### config.mk
export PLATFORM = sky130hd
export DESIGN_NAME = conv_ctrl
export DESIGN_NICKNAME = d
export VERILOG_FILES = /design/src/include/conv_ctrl_pkg.sv /design/src/rtl/conv_ctrl.sv
export SDC_FILE = /design/constraint.sdc
export NUM_CORES = 1
export LEC_CHECK = 0
export ABC_CLOCK_PERIOD_IN_PS = 3510
export BUFFER_PORTS_ARGS = -buffer_cell sky130_fd_sc_hd__buf_2
export CAP_MARGIN = 20
export CORE_ASPECT_RATIO = 0.75
export CORE_UTILIZATION = 25
export CTS_CLUSTER_DIAMETER = 100
export CTS_CLUSTER_SIZE = 12
export DETAILED_ROUTE_END_ITERATION = 8
export HOLD_SLACK_MARGIN = 0.1
export SLEW_MARGIN = 20
export SYNTH_ARGS = -nofsm -noshare
export SYNTH_HDL_FRONTEND = slang
export SYNTH_SLANG_ARGS = --single-unit
export TNS_END_PERCENT = 1
### constraint.sdc
create_clock -name SYS_CLK -period 3.51 [get_ports SYS_CLK]
set_input_delay 0.8775 -clock SYS_CLK [delete_from_list [all_inputs] [get_ports SYS_CLK]]
set_output_delay 0.8775 -clock SYS_CLK [all_outputs]
set_load 0.005 [all_outputs]
### src/include/conv_ctrl_pkg.sv
// Package with register map, field layout and timing constants of the converter control
package conv_ctrl_pkg;
  localparam logic [3:0] OFS_CONFIG    = 4'h0;
  localparam logic [3:0] OFS_SC1       = 4'h4;
  localparam logic [3:0] OFS_SC2       = 4'h8;
  localparam logic [3:0] OFS_RES_HIGH  = 4'hC;
  localparam logic [5:0] OFS_RES_LOW   = 6'h10;
  localparam logic [5:0] OFS_PIN_ONE   = 6'h14;
  localparam logic [5:0] OFS_PIN_TWO   = 6'h18;
  localparam logic [5:0] OFS_CMP_HIGH  = 6'h1C;
  localparam logic [5:0] OFS_CMP_LOW   = 6'h20;
  localparam logic [5:0] OFS_POWER     = 6'h24;
  localparam int CFG_LOW_POWER  = 7;
  localparam int CFG_DIV_LSB    = 5;
  localparam int CFG_LONG_SMP   = 4;
  localparam int CFG_MODE_LSB   = 2;
  localparam int CFG_CLK_LSB    = 0;
  localparam int SC1_COMPLETE   = 7;
  localparam int SC1_IRQ_EN     = 6;
  localparam int SC1_CONT       = 5;
  localparam int SC2_HW_TRIG    = 6;
  localparam int SC2_CMP_EN     = 5;
  localparam int SC2_CMP_GT     = 4;
  localparam logic [1:0] MODE_8BIT   = 2'h0;
  localparam logic [1:0] MODE_10BIT  = 2'h2;
  localparam logic [1:0] CLK_ASYNC   = 2'h3;
  localparam logic [4:0] CHAN_OFF    = 5'h1F;
  localparam logic [7:0] RESET_CONFIG = 8'h00;
  localparam logic [7:0] RESET_SC1    = 8'h1F;
  localparam logic [9:0] FULL_10     = 10'h3FF;
  localparam logic [9:0] FULL_8      = 10'h0FF;
  localparam logic [9:0] ZERO_CODE   = 10'h000;
  // Sample windows in half converter clocks: 3.5 and 23.5 cycles
  localparam logic [5:0] SAMPLE_SHORT_HALF = 6'h07;
  localparam logic [5:0] SAMPLE_LONG_HALF  = 6'h2F;
  localparam logic [3:0] BITS_10 = 4'hA;
  localparam logic [3:0] BITS_8  = 4'h8;
  typedef enum logic [1:0] {
    PWR_RUN   = 2'h0,
    PWR_STOP3 = 2'h1,
    PWR_STOP12 = 2'h2
  } power_mode_e;
  typedef struct packed {
    logic       cyc;
    logic       stb;
    logic       we;
    logic [5:0] adr;
    logic [3:0] sel;
    logic [31:0] dat;
  } wb_req_s;
  typedef struct packed {
    logic [9:0] code;
    logic       above_high;
    logic       below_low;
  } analog_in_s;
endpackage

### src/rtl/conv_ctrl.sv
// Converter control: registers, stop-mode handling, sampling and result transfer
`timescale 1ns/1ns
module conv_ctrl (
  input  wire logic                       SYS_CLK,
  input  wire logic                       RSTN,
  input  wire conv_ctrl_pkg::wb_req_s     WB_REQ,
  output logic                            WB_ACK,
  output logic [31:0]                     WB_DAT_O,
  input  wire conv_ctrl_pkg::power_mode_e POWER_MODE,
  input  wire logic                       HW_TRIGGER,
  input  wire logic                       ASYNC_CLK_TICK,
  input  wire conv_ctrl_pkg::analog_in_s  ANALOG_IN,
  output logic [4:0]                      CHANNEL_SELECT,
  output logic                            SAMPLE_ON,
  output logic                            LOW_POWER_SELECT,
  output logic [15:0]                     DIGITAL_IO_DISABLE,
  output logic                            CONV_IRQ
);
  import conv_ctrl_pkg::*;

  typedef enum logic [2:0] {
    ST_IDLE   = 3'b001,
    ST_SAMPLE = 3'b010,
    ST_CONVERT = 3'b100
  } conv_state_e;

  conv_state_e state;
  conv_state_e next_state;
  logic [7:0]  converter_config;
  logic [7:0]  converter_status_control_one;
  logic [7:0]  converter_status_control_two;
  logic [7:0]  pin_control_one;
  logic [7:0]  pin_control_two;
  logic [7:0]  compare_value_high;
  logic [7:0]  compare_value_low;
  logic [9:0]  result;
  logic        read_block;
  logic [5:0]  half_count;
  logic [3:0]  div_count;
  logic [3:0]  bit_count;
  logic        ack;
  power_mode_e mode_prev;

  // Bus decode
  wire         access      = WB_REQ.cyc && WB_REQ.stb && !ack;
  wire         wr          = access && WB_REQ.we && WB_REQ.sel[0];
  wire         rd          = access && !WB_REQ.we;
  wire         wr_config   = wr && (WB_REQ.adr == {2'h0, OFS_CONFIG});
  wire         wr_sc1      = wr && (WB_REQ.adr == {2'h0, OFS_SC1});
  wire         wr_sc2      = wr && (WB_REQ.adr == {2'h0, OFS_SC2});
  wire         wr_cmp_high = wr && (WB_REQ.adr == OFS_CMP_HIGH);
  wire         wr_cmp_low  = wr && (WB_REQ.adr == OFS_CMP_LOW);
  wire         rd_high     = rd && (WB_REQ.adr == {2'h0, OFS_RES_HIGH});
  wire         rd_low      = rd && (WB_REQ.adr == OFS_RES_LOW);

  // Field extraction
  wire [1:0]   clk_select  = converter_config[CFG_CLK_LSB +: 2];
  wire [1:0]   div_field   = converter_config[CFG_DIV_LSB +: 2];
  wire [1:0]   res_mode    = converter_config[CFG_MODE_LSB +: 2];
  wire         long_sample = converter_config[CFG_LONG_SMP];
  wire         ten_bit     = (res_mode == MODE_10BIT);
  wire         async_sel   = (clk_select == CLK_ASYNC);
  wire         irq_enable  = converter_status_control_one[SC1_IRQ_EN];
  wire         continuous  = converter_status_control_one[SC1_CONT];
  wire [4:0]   channel     = converter_status_control_one[4:0];
  wire         hw_mode     = converter_status_control_two[SC2_HW_TRIG];
  wire         cmp_enable  = converter_status_control_two[SC2_CMP_EN];
  wire         cmp_greater = converter_status_control_two[SC2_CMP_GT];

  // Power mode interpretation
  wire         in_stop3    = (POWER_MODE == PWR_STOP3);
  wire         in_stop12   = (POWER_MODE == PWR_STOP12);
  wire         stop3_abort = in_stop3 && !async_sel;
  wire         stop3_entry = in_stop3 && (mode_prev != PWR_STOP3);

  // Converter clock: bus or async tick, divided by 1,2,4,8
  wire         src_tick    = async_sel ? ASYNC_CLK_TICK : 1'b1;
  wire [3:0]   div_limit   = 4'((4'h1 << div_field) - 4'h1);
  wire         conv_tick   = src_tick && (div_count == div_limit);

  // Abort on any mode change write or stop3 with bus clock
  wire         abort       = wr_config || wr_sc2 || wr_cmp_high || wr_cmp_low
                             || stop3_abort;
  wire         sw_start    = wr_sc1 && (WB_REQ.dat[4:0] != CHAN_OFF) && !hw_mode;
  // Stop3 halts only bus-clocked starts; async mode keeps triggering
  wire         hw_start    = hw_mode && HW_TRIGGER && (channel != CHAN_OFF)
                             && !stop3_abort;
  wire [5:0]   sample_end  = long_sample ? SAMPLE_LONG_HALF : SAMPLE_SHORT_HALF;
  wire [3:0]   bits_needed = ten_bit ? BITS_10 : BITS_8;
  wire         conv_done   = (state == ST_CONVERT) && conv_tick
                             && (bit_count == 4'(bits_needed - 4'h1));

  // Clamp the analog code to the selected resolution
  wire [9:0]   full_scale  = ten_bit ? FULL_10 : FULL_8;
  wire [9:0]   raw_code    = ten_bit ? ANALOG_IN.code : {2'h0, ANALOG_IN.code[9:2]};
  wire [9:0]   clamped     = ANALOG_IN.above_high ? full_scale :
                             ANALOG_IN.below_low ? ZERO_CODE : raw_code;
  wire [9:0]   cmp_value   = {compare_value_high[1:0], compare_value_low};
  wire [9:0]   cmp_diff    = 10'(clamped - cmp_value);
  wire         cmp_true    = cmp_greater ? (clamped >= cmp_value) : (clamped < cmp_value);
  wire         blocked     = ten_bit && read_block;
  wire         transfer    = conv_done && !blocked && (!cmp_enable || cmp_true);
  // Blocked results retry; failed single compare ends the run
  wire         rerun       = conv_done && (continuous || blocked);

  always_comb begin
    next_state = state;
    unique case (state)
      ST_IDLE: begin
        if (sw_start || hw_start || (continuous && stop3_entry && async_sel && 1'b0))
          next_state = ST_SAMPLE;
      end
      ST_SAMPLE: begin
        if (conv_tick && half_count >= 6'(sample_end - 6'h1))
          next_state = ST_CONVERT;
      end
      ST_CONVERT: begin
        if (conv_done)
          next_state = rerun ? ST_SAMPLE : ST_IDLE;
      end
      default: next_state = ST_IDLE;
    endcase
    if (abort)
      next_state = ST_IDLE;
    if (sw_start)
      next_state = ST_SAMPLE;
  end

  always_ff @(posedge SYS_CLK or negedge RSTN) begin
    if (!RSTN) begin
      state     <= ST_IDLE;
      mode_prev <= PWR_RUN;
    end else if (in_stop12) begin
      state     <= ST_IDLE;
      mode_prev <= POWER_MODE;
    end else begin
      state     <= next_state;
      mode_prev <= POWER_MODE;
    end
  end

  // Converter clock divider
  always_ff @(posedge SYS_CLK or negedge RSTN) begin
    if (!RSTN) begin
      div_count <= 4'h0;
    end else if (in_stop12) begin
      div_count <= 4'h0;
    end else if (src_tick) begin
      div_count <= conv_tick ? 4'h0 : 4'(div_count + 4'h1);
    end
  end

  // Window and bit counters; a software restart always opens a fresh window
  always_ff @(posedge SYS_CLK or negedge RSTN) begin
    if (!RSTN) begin
      half_count <= 6'h0;
      bit_count  <= 4'h0;
    end else if (in_stop12 || (next_state != state) || sw_start) begin
      half_count <= 6'h0;
      bit_count  <= 4'h0;
    end else if (conv_tick) begin
      // Two half-cycle counts per converter clock round the windows up to 4 and 24 clocks
      if (state == ST_SAMPLE)
        half_count <= 6'(half_count + 6'h2);
      if (state == ST_CONVERT)
        bit_count <= 4'(bit_count + 4'h1);
    end
  end

  // Write decode for the plain registers
  wire         wr_pin_one  = wr && (WB_REQ.adr == OFS_PIN_ONE);
  wire         wr_pin_two  = wr && (WB_REQ.adr == OFS_PIN_TWO);
  // Bit 0 of control two is the busy readback, never stored
  wire [7:0]   sc2_write   = {WB_REQ.dat[7:4], 4'h0};

  // Configuration; stop1/stop2 acts as a synchronous reset
  always_ff @(posedge SYS_CLK or negedge RSTN) begin
    if (!RSTN) begin
      converter_config <= RESET_CONFIG;
    end else if (in_stop12) begin
      converter_config <= RESET_CONFIG;
    end else if (wr_config) begin
      converter_config <= WB_REQ.dat[7:0];
    end
  end

  // Control two: trigger and compare options
  always_ff @(posedge SYS_CLK or negedge RSTN) begin
    if (!RSTN) begin
      converter_status_control_two <= 8'h00;
    end else if (in_stop12) begin
      converter_status_control_two <= 8'h00;
    end else if (wr_sc2) begin
      converter_status_control_two <= sc2_write;
    end
  end

  // Pin control one
  always_ff @(posedge SYS_CLK or negedge RSTN) begin
    if (!RSTN) begin
      pin_control_one <= 8'h00;
    end else if (in_stop12) begin
      pin_control_one <= 8'h00;
    end else if (wr_pin_one) begin
      pin_control_one <= WB_REQ.dat[7:0];
    end
  end

  // Pin control two
  always_ff @(posedge SYS_CLK or negedge RSTN) begin
    if (!RSTN) begin
      pin_control_two <= 8'h00;
    end else if (in_stop12) begin
      pin_control_two <= 8'h00;
    end else if (wr_pin_two) begin
      pin_control_two <= WB_REQ.dat[7:0];
    end
  end

  // Compare value, high byte; only bits 1:0 take part in the compare
  always_ff @(posedge SYS_CLK or negedge RSTN) begin
    if (!RSTN) begin
      compare_value_high <= 8'h00;
    end else if (in_stop12) begin
      compare_value_high <= 8'h00;
    end else if (wr_cmp_high) begin
      compare_value_high <= WB_REQ.dat[7:0];
    end
  end

  // Compare value, low byte
  always_ff @(posedge SYS_CLK or negedge RSTN) begin
    if (!RSTN) begin
      compare_value_low <= 8'h00;
    end else if (in_stop12) begin
      compare_value_low <= 8'h00;
    end else if (wr_cmp_low) begin
      compare_value_low <= WB_REQ.dat[7:0];
    end
  end

  // Control one: a write clears the flag, but a transfer in the same cycle wins
  always_ff @(posedge SYS_CLK or negedge RSTN) begin
    if (!RSTN) begin
      converter_status_control_one <= RESET_SC1;
    end else if (in_stop12) begin
      converter_status_control_one <= RESET_SC1;
    end else begin
      if (transfer)
        converter_status_control_one[SC1_COMPLETE] <= 1'b1;
      else if (wr_sc1 || rd_low)
        converter_status_control_one[SC1_COMPLETE] <= 1'b0;
      if (wr_sc1)
        converter_status_control_one[6:0] <= WB_REQ.dat[6:0];
    end
  end

  // Result and read blocking; stop3 never touches either
  always_ff @(posedge SYS_CLK or negedge RSTN) begin
    if (!RSTN) begin
      result     <= 10'h000;
      read_block <= 1'b0;
    end else if (in_stop12) begin
      result     <= 10'h000;
      read_block <= 1'b0;
    end else begin
      if (transfer)
        result <= cmp_enable ? cmp_diff : clamped;
      if (rd_high && ten_bit)
        read_block <= 1'b1;
      else if (rd_low)
        read_block <= 1'b0;
    end
  end

  // Bus answer: one wait state, unmapped reads return zero
  wire [7:0] read_byte =
    (WB_REQ.adr == {2'h0, OFS_CONFIG}) ? converter_config :
    (WB_REQ.adr == {2'h0, OFS_SC1})    ? converter_status_control_one :
    (WB_REQ.adr == {2'h0, OFS_SC2})    ? {converter_status_control_two[7:1],
                                          state != ST_IDLE} :
    (WB_REQ.adr == {2'h0, OFS_RES_HIGH}) ? {6'h00, result[9:8]} :
    (WB_REQ.adr == OFS_RES_LOW)        ? result[7:0] :
    (WB_REQ.adr == OFS_PIN_ONE)        ? pin_control_one :
    (WB_REQ.adr == OFS_PIN_TWO)        ? pin_control_two :
    (WB_REQ.adr == OFS_CMP_HIGH)       ? compare_value_high :
    (WB_REQ.adr == OFS_CMP_LOW)        ? compare_value_low :
    (WB_REQ.adr == OFS_POWER)          ? {6'h00, POWER_MODE} : 8'h00;

  always_ff @(posedge SYS_CLK or negedge RSTN) begin
    if (!RSTN) begin
      ack <= 1'b0;
    end else begin
      ack <= access;
    end
  end

  // Data loads with a taken request and is zeroed otherwise, so it is valid in the ack cycle only
  always_ff @(posedge SYS_CLK or negedge RSTN) begin
    if (!RSTN) begin
      WB_DAT_O <= 32'h0000_0000;
    end else begin
      WB_DAT_O <= access ? {24'h000000, read_byte} : 32'h0000_0000;
    end
  end

  assign WB_ACK             = ack;
  assign CHANNEL_SELECT     = channel;
  assign SAMPLE_ON          = (state == ST_SAMPLE);
  assign LOW_POWER_SELECT   = converter_config[CFG_LOW_POWER];
  assign DIGITAL_IO_DISABLE = {pin_control_two, pin_control_one};
  assign CONV_IRQ           = converter_status_control_one[SC1_COMPLETE] && irq_enable;
endmodule // conv_ctrl

==> summary.txt <==
Worst setup path
  – Startpoint types: flip-flop
  – CP Max Fanout: 15
  – Worst Path Required: 3740 ps
  – CP Class: reg2reg
  – CP endpoint kind: flip-flop
  – WP data arrival: 3500 ps

Floorplanning
  – IO Count: 120
  – Starting Density: 0.259
  – Core area: 21500 um^2
  – Die Y-Extent: 131 um
  – Row cnt: 46
  – Die area: 22900 um^2
  – Die W: 175 um

Timing
  – Final setup fails: 0
  – F_max: 306 MHz
  – Fin crit period: 3270 ps
  – Least-Margin Pin Slew: 733 ps
  – Final max-slew violation count: 0
  – Final worst-path cycle share: 0.931
  – Skew final: 8.01 ps
  – Setup_tns: 0 ps
  – Slew margin rel.: 0.508
  – Fin. Hold Viols: 0

Synthesis
  – Dominant synthesized flop cell: dfrtp_1
  – Post-synth top area share: 0.367
  – Mapped Area: 5580 um^2
  – Async S/R FF share, synth: 1.00
  – Synth unique cells: 66
  – Post-synthesis compound-gate area fraction: 0.134
  – Post-synth top cells: dfrtp_1 (82), nor2_1 (77), mux2i_1 (63)
  – Yosys synthesis warning count: 0
  – Post-synthesis sequential area ratio: 0.396
  – #FFs+latches synth: 88
  – Largest family of logic cells by synthesized area: simple AND/OR/NAND/NOR gates
  – EDFF count, synth: 0
  – Synth Area in Adders: 0.0372
  – Syn Inst Count: 596
  – Post-Synth Simple-Gate Area: 0.190
  – XOR/XNOR share of the synthesized area: 0.0217
  – Avg Synthesized Cell Area: 9.37 um^2
  – Synth top area cells: dfrtp_1 (37%), mux2i_1 (11%), nor2_1 (5.2%), buf_4 (3.9%), nand2_1 (3.7%)
  – Biggest area consumer among synthesized cells: dfrtp_1
  – Top-count cell post-synth: dfrtp_1
  – Proportion of synthesized area in mux cells: 0.149

Route
  – WL/cell: 17.2 um
  – DR pass1 iterations: 5
  – DRC Markers: 0
  – Antenna Nets Post-Route: 0
  – Total number of vias: 4670
  – Final wirelength: 16600 um
  – Via/cell ratio: 4.85
  – Detailed Route Iter0 Violations: 369

Power and ir drop
  – PwrDens: 340 nW/um^2
  – Maximum vdd ir drop: 0.212 mV
  – Combinational power share: 0.095
  – Sequential share of power: 0.451
  – Sw Share: 0.260
  – Clk network pwr share: 0.454
  – Sw Pwr: 0.586 mW
  – Leakage: 2.91 nW
  – Pint: 1.67 mW

GRT
  – Vias in the first global route: 4477
  – Antenna violations before repair: 0
  – Remaining global-route overflow: 0
  – First-pass GRT wire length: 26300 um
  – Largest net degree at the start of global routing: 89
  – Global-route usage over all layers: 0.149

Clocking
  – Clk sinks: 88
  – Inserted Clock Buffers: 9
  – CTS Hold Bufs: 0
  – CTS Buffer Depth: 2
  – Root buffer cell: clkbuf_16
  – H-Tree Level Count: 3
  – Clock slew at reported path FFs: 60 ps
  – TritonCTS clock tree: yes
  – Later-pin clock latency in the skew report: 350 ps

Place
  – HPWL after DPL: 12300 um
  – GPL Wtd Cong: 0.855
  – Port bufs: 68
  – Placed Area: 6280 um^2

Final layout
  – Share of cells above drive strength 1: 0.218
  – Antenna cells: 0
  – Nets: 749
  – Synth-to-layout area growth: 18.8%
  – Design Area, Final: 6640 um^2

Min path
  – Worst hold path type: reg2reg

Job
  – Max Cap Violations: 0

Run status
  – Status: complete, no violations
[what timing repair did]
| item | in CTS | in global routing |
|---|---|---|
| buffers inserted | 0 | 2 |
| gates resized for setup | 0 | 6 |
| hold endpoints to repair | 0 | 0 |
| endpoints found under the setup margin | 0 | 8 |
[cells in the final DEF, fill, tap and decap left out, drive strengths merged, types with 7 or more instances in the layout]
master,n
ha,15
mux4,7
mux2i,63
inv,23
buf,96
nand2,55
clkbuf,10
dfrtp,82
nor4,15
a22oi,7
nor2b,7
a21oi,29
a211oi,7
conb,24
nor2,77
o21ai,18
xnor2,8
nor3,13
o21bai,10
nand3,15
[sequential cells by signal, summed over array words and instances (netlist names), 4 cells and up]
register / count
WB_DAT_O: 8
bit_count: 4
compare_value_high: 8
compare_value_low: 8
converter_config: 8
converter_status_control_one: 8
converter_status_control_two: 4
div_count: 4
half_count: 5
pin_control_one: 8
pin_control_two: 8
result: 10
[through the flow]
stage | power, mW | utilization | worst slack, ps | hold WS [ps] | cells
3_5_place_dp | 1.25 | 0.292 | 40.6 | 509 | 945
6_report | 2.26 | 0.308 | 241 | 517 | 963
2_1_floorplan | 1.17 | - | 104 | 477 | 619
3_3_place_gp | 1.25 | 0.291 | 54.0 | 497 | 945
4_1_cts | 2.28 | 0.306 | 194 | 525 | 961
5_1_grt | 2.35 | 0.308 | -2.41 | 544 | 963
[cell families after synthesis]
| family | count (synthesis) |
|---|---|
| other | 1 |
| flip-flops | 88 |
| AND/OR/NAND/NOR | 219 |
| AO/OA/AOI/OAI | 110 |
| multiplexers | 74 |
| XOR/XNOR | 13 |
| adder cells (fa/ha/maj) | 16 |
| buffers and inverters | 75 |
[worst max-delay path, cell delays in order, from the launching register on]
cell	delay, ps
dfrtp_1	400
nor2b_1	140
buf_4	170
buf_4	170
mux2i_1	120
o21bai_1	320
ha_1	350
nand2_1	160
nor4_1	70
or3_1	340
nor3_1	340
a211oi_4	90
buf_4	210
o21ai_0	190
a21oi_1	60
[path summary, 6_finish.rpt]
check                                                 from                              end  slack, ps  depth (start not counted)
setup reg to reg                       converter_config[3]                        result[8]        240                         14
max in group asynchronous                             RSTN                      WB_DAT_O[1]       2560                          2
hold reg to reg            converter_status_control_one[4]  converter_status_control_one[4]        520                          2
min in group asynchronous                             RSTN               pin_control_one[7]        530                          2
setup / recovery                       converter_config[3]                        result[8]        240                         14
hold / removal             converter_status_control_one[4]  converter_status_control_one[4]        520                          2
[per-layer routing]
layer / global-route usage / vias to the layer above / routed length, um
met3: 0.0304 / 14 / 938
met2: 0.197 / 138 / 6620
li1: - / 2221 / -
met5: 0 / - / 0
met4: 0.0343 / 0 / 144
met1: 0.239 / 2297 / 8900
[cell type report]
cell class / count / area, um^2
tap: 288 / 360
clock buffer: 10 / 239
timing repair buffer: 96 / 566
multi-input combinational: 456 / 3120
inverter: 19 / 71.3
sequential: 88 / 2210
clock inverter: 6 / 72.6
fill: 2272 / 14900
[power groups by stage]
stage	combinational (mW)	sequential, mW	clock, mW
finish	0.215	1.02	1.02
global route	0.238	1.02	1.09
CTS	0.212	1.02	1.05
detailed placement	0.210	1.04	0
global placement	0.209	1.04	0
floorplan	0.130	1.04	0
Power figures use the tool's default switching activity.
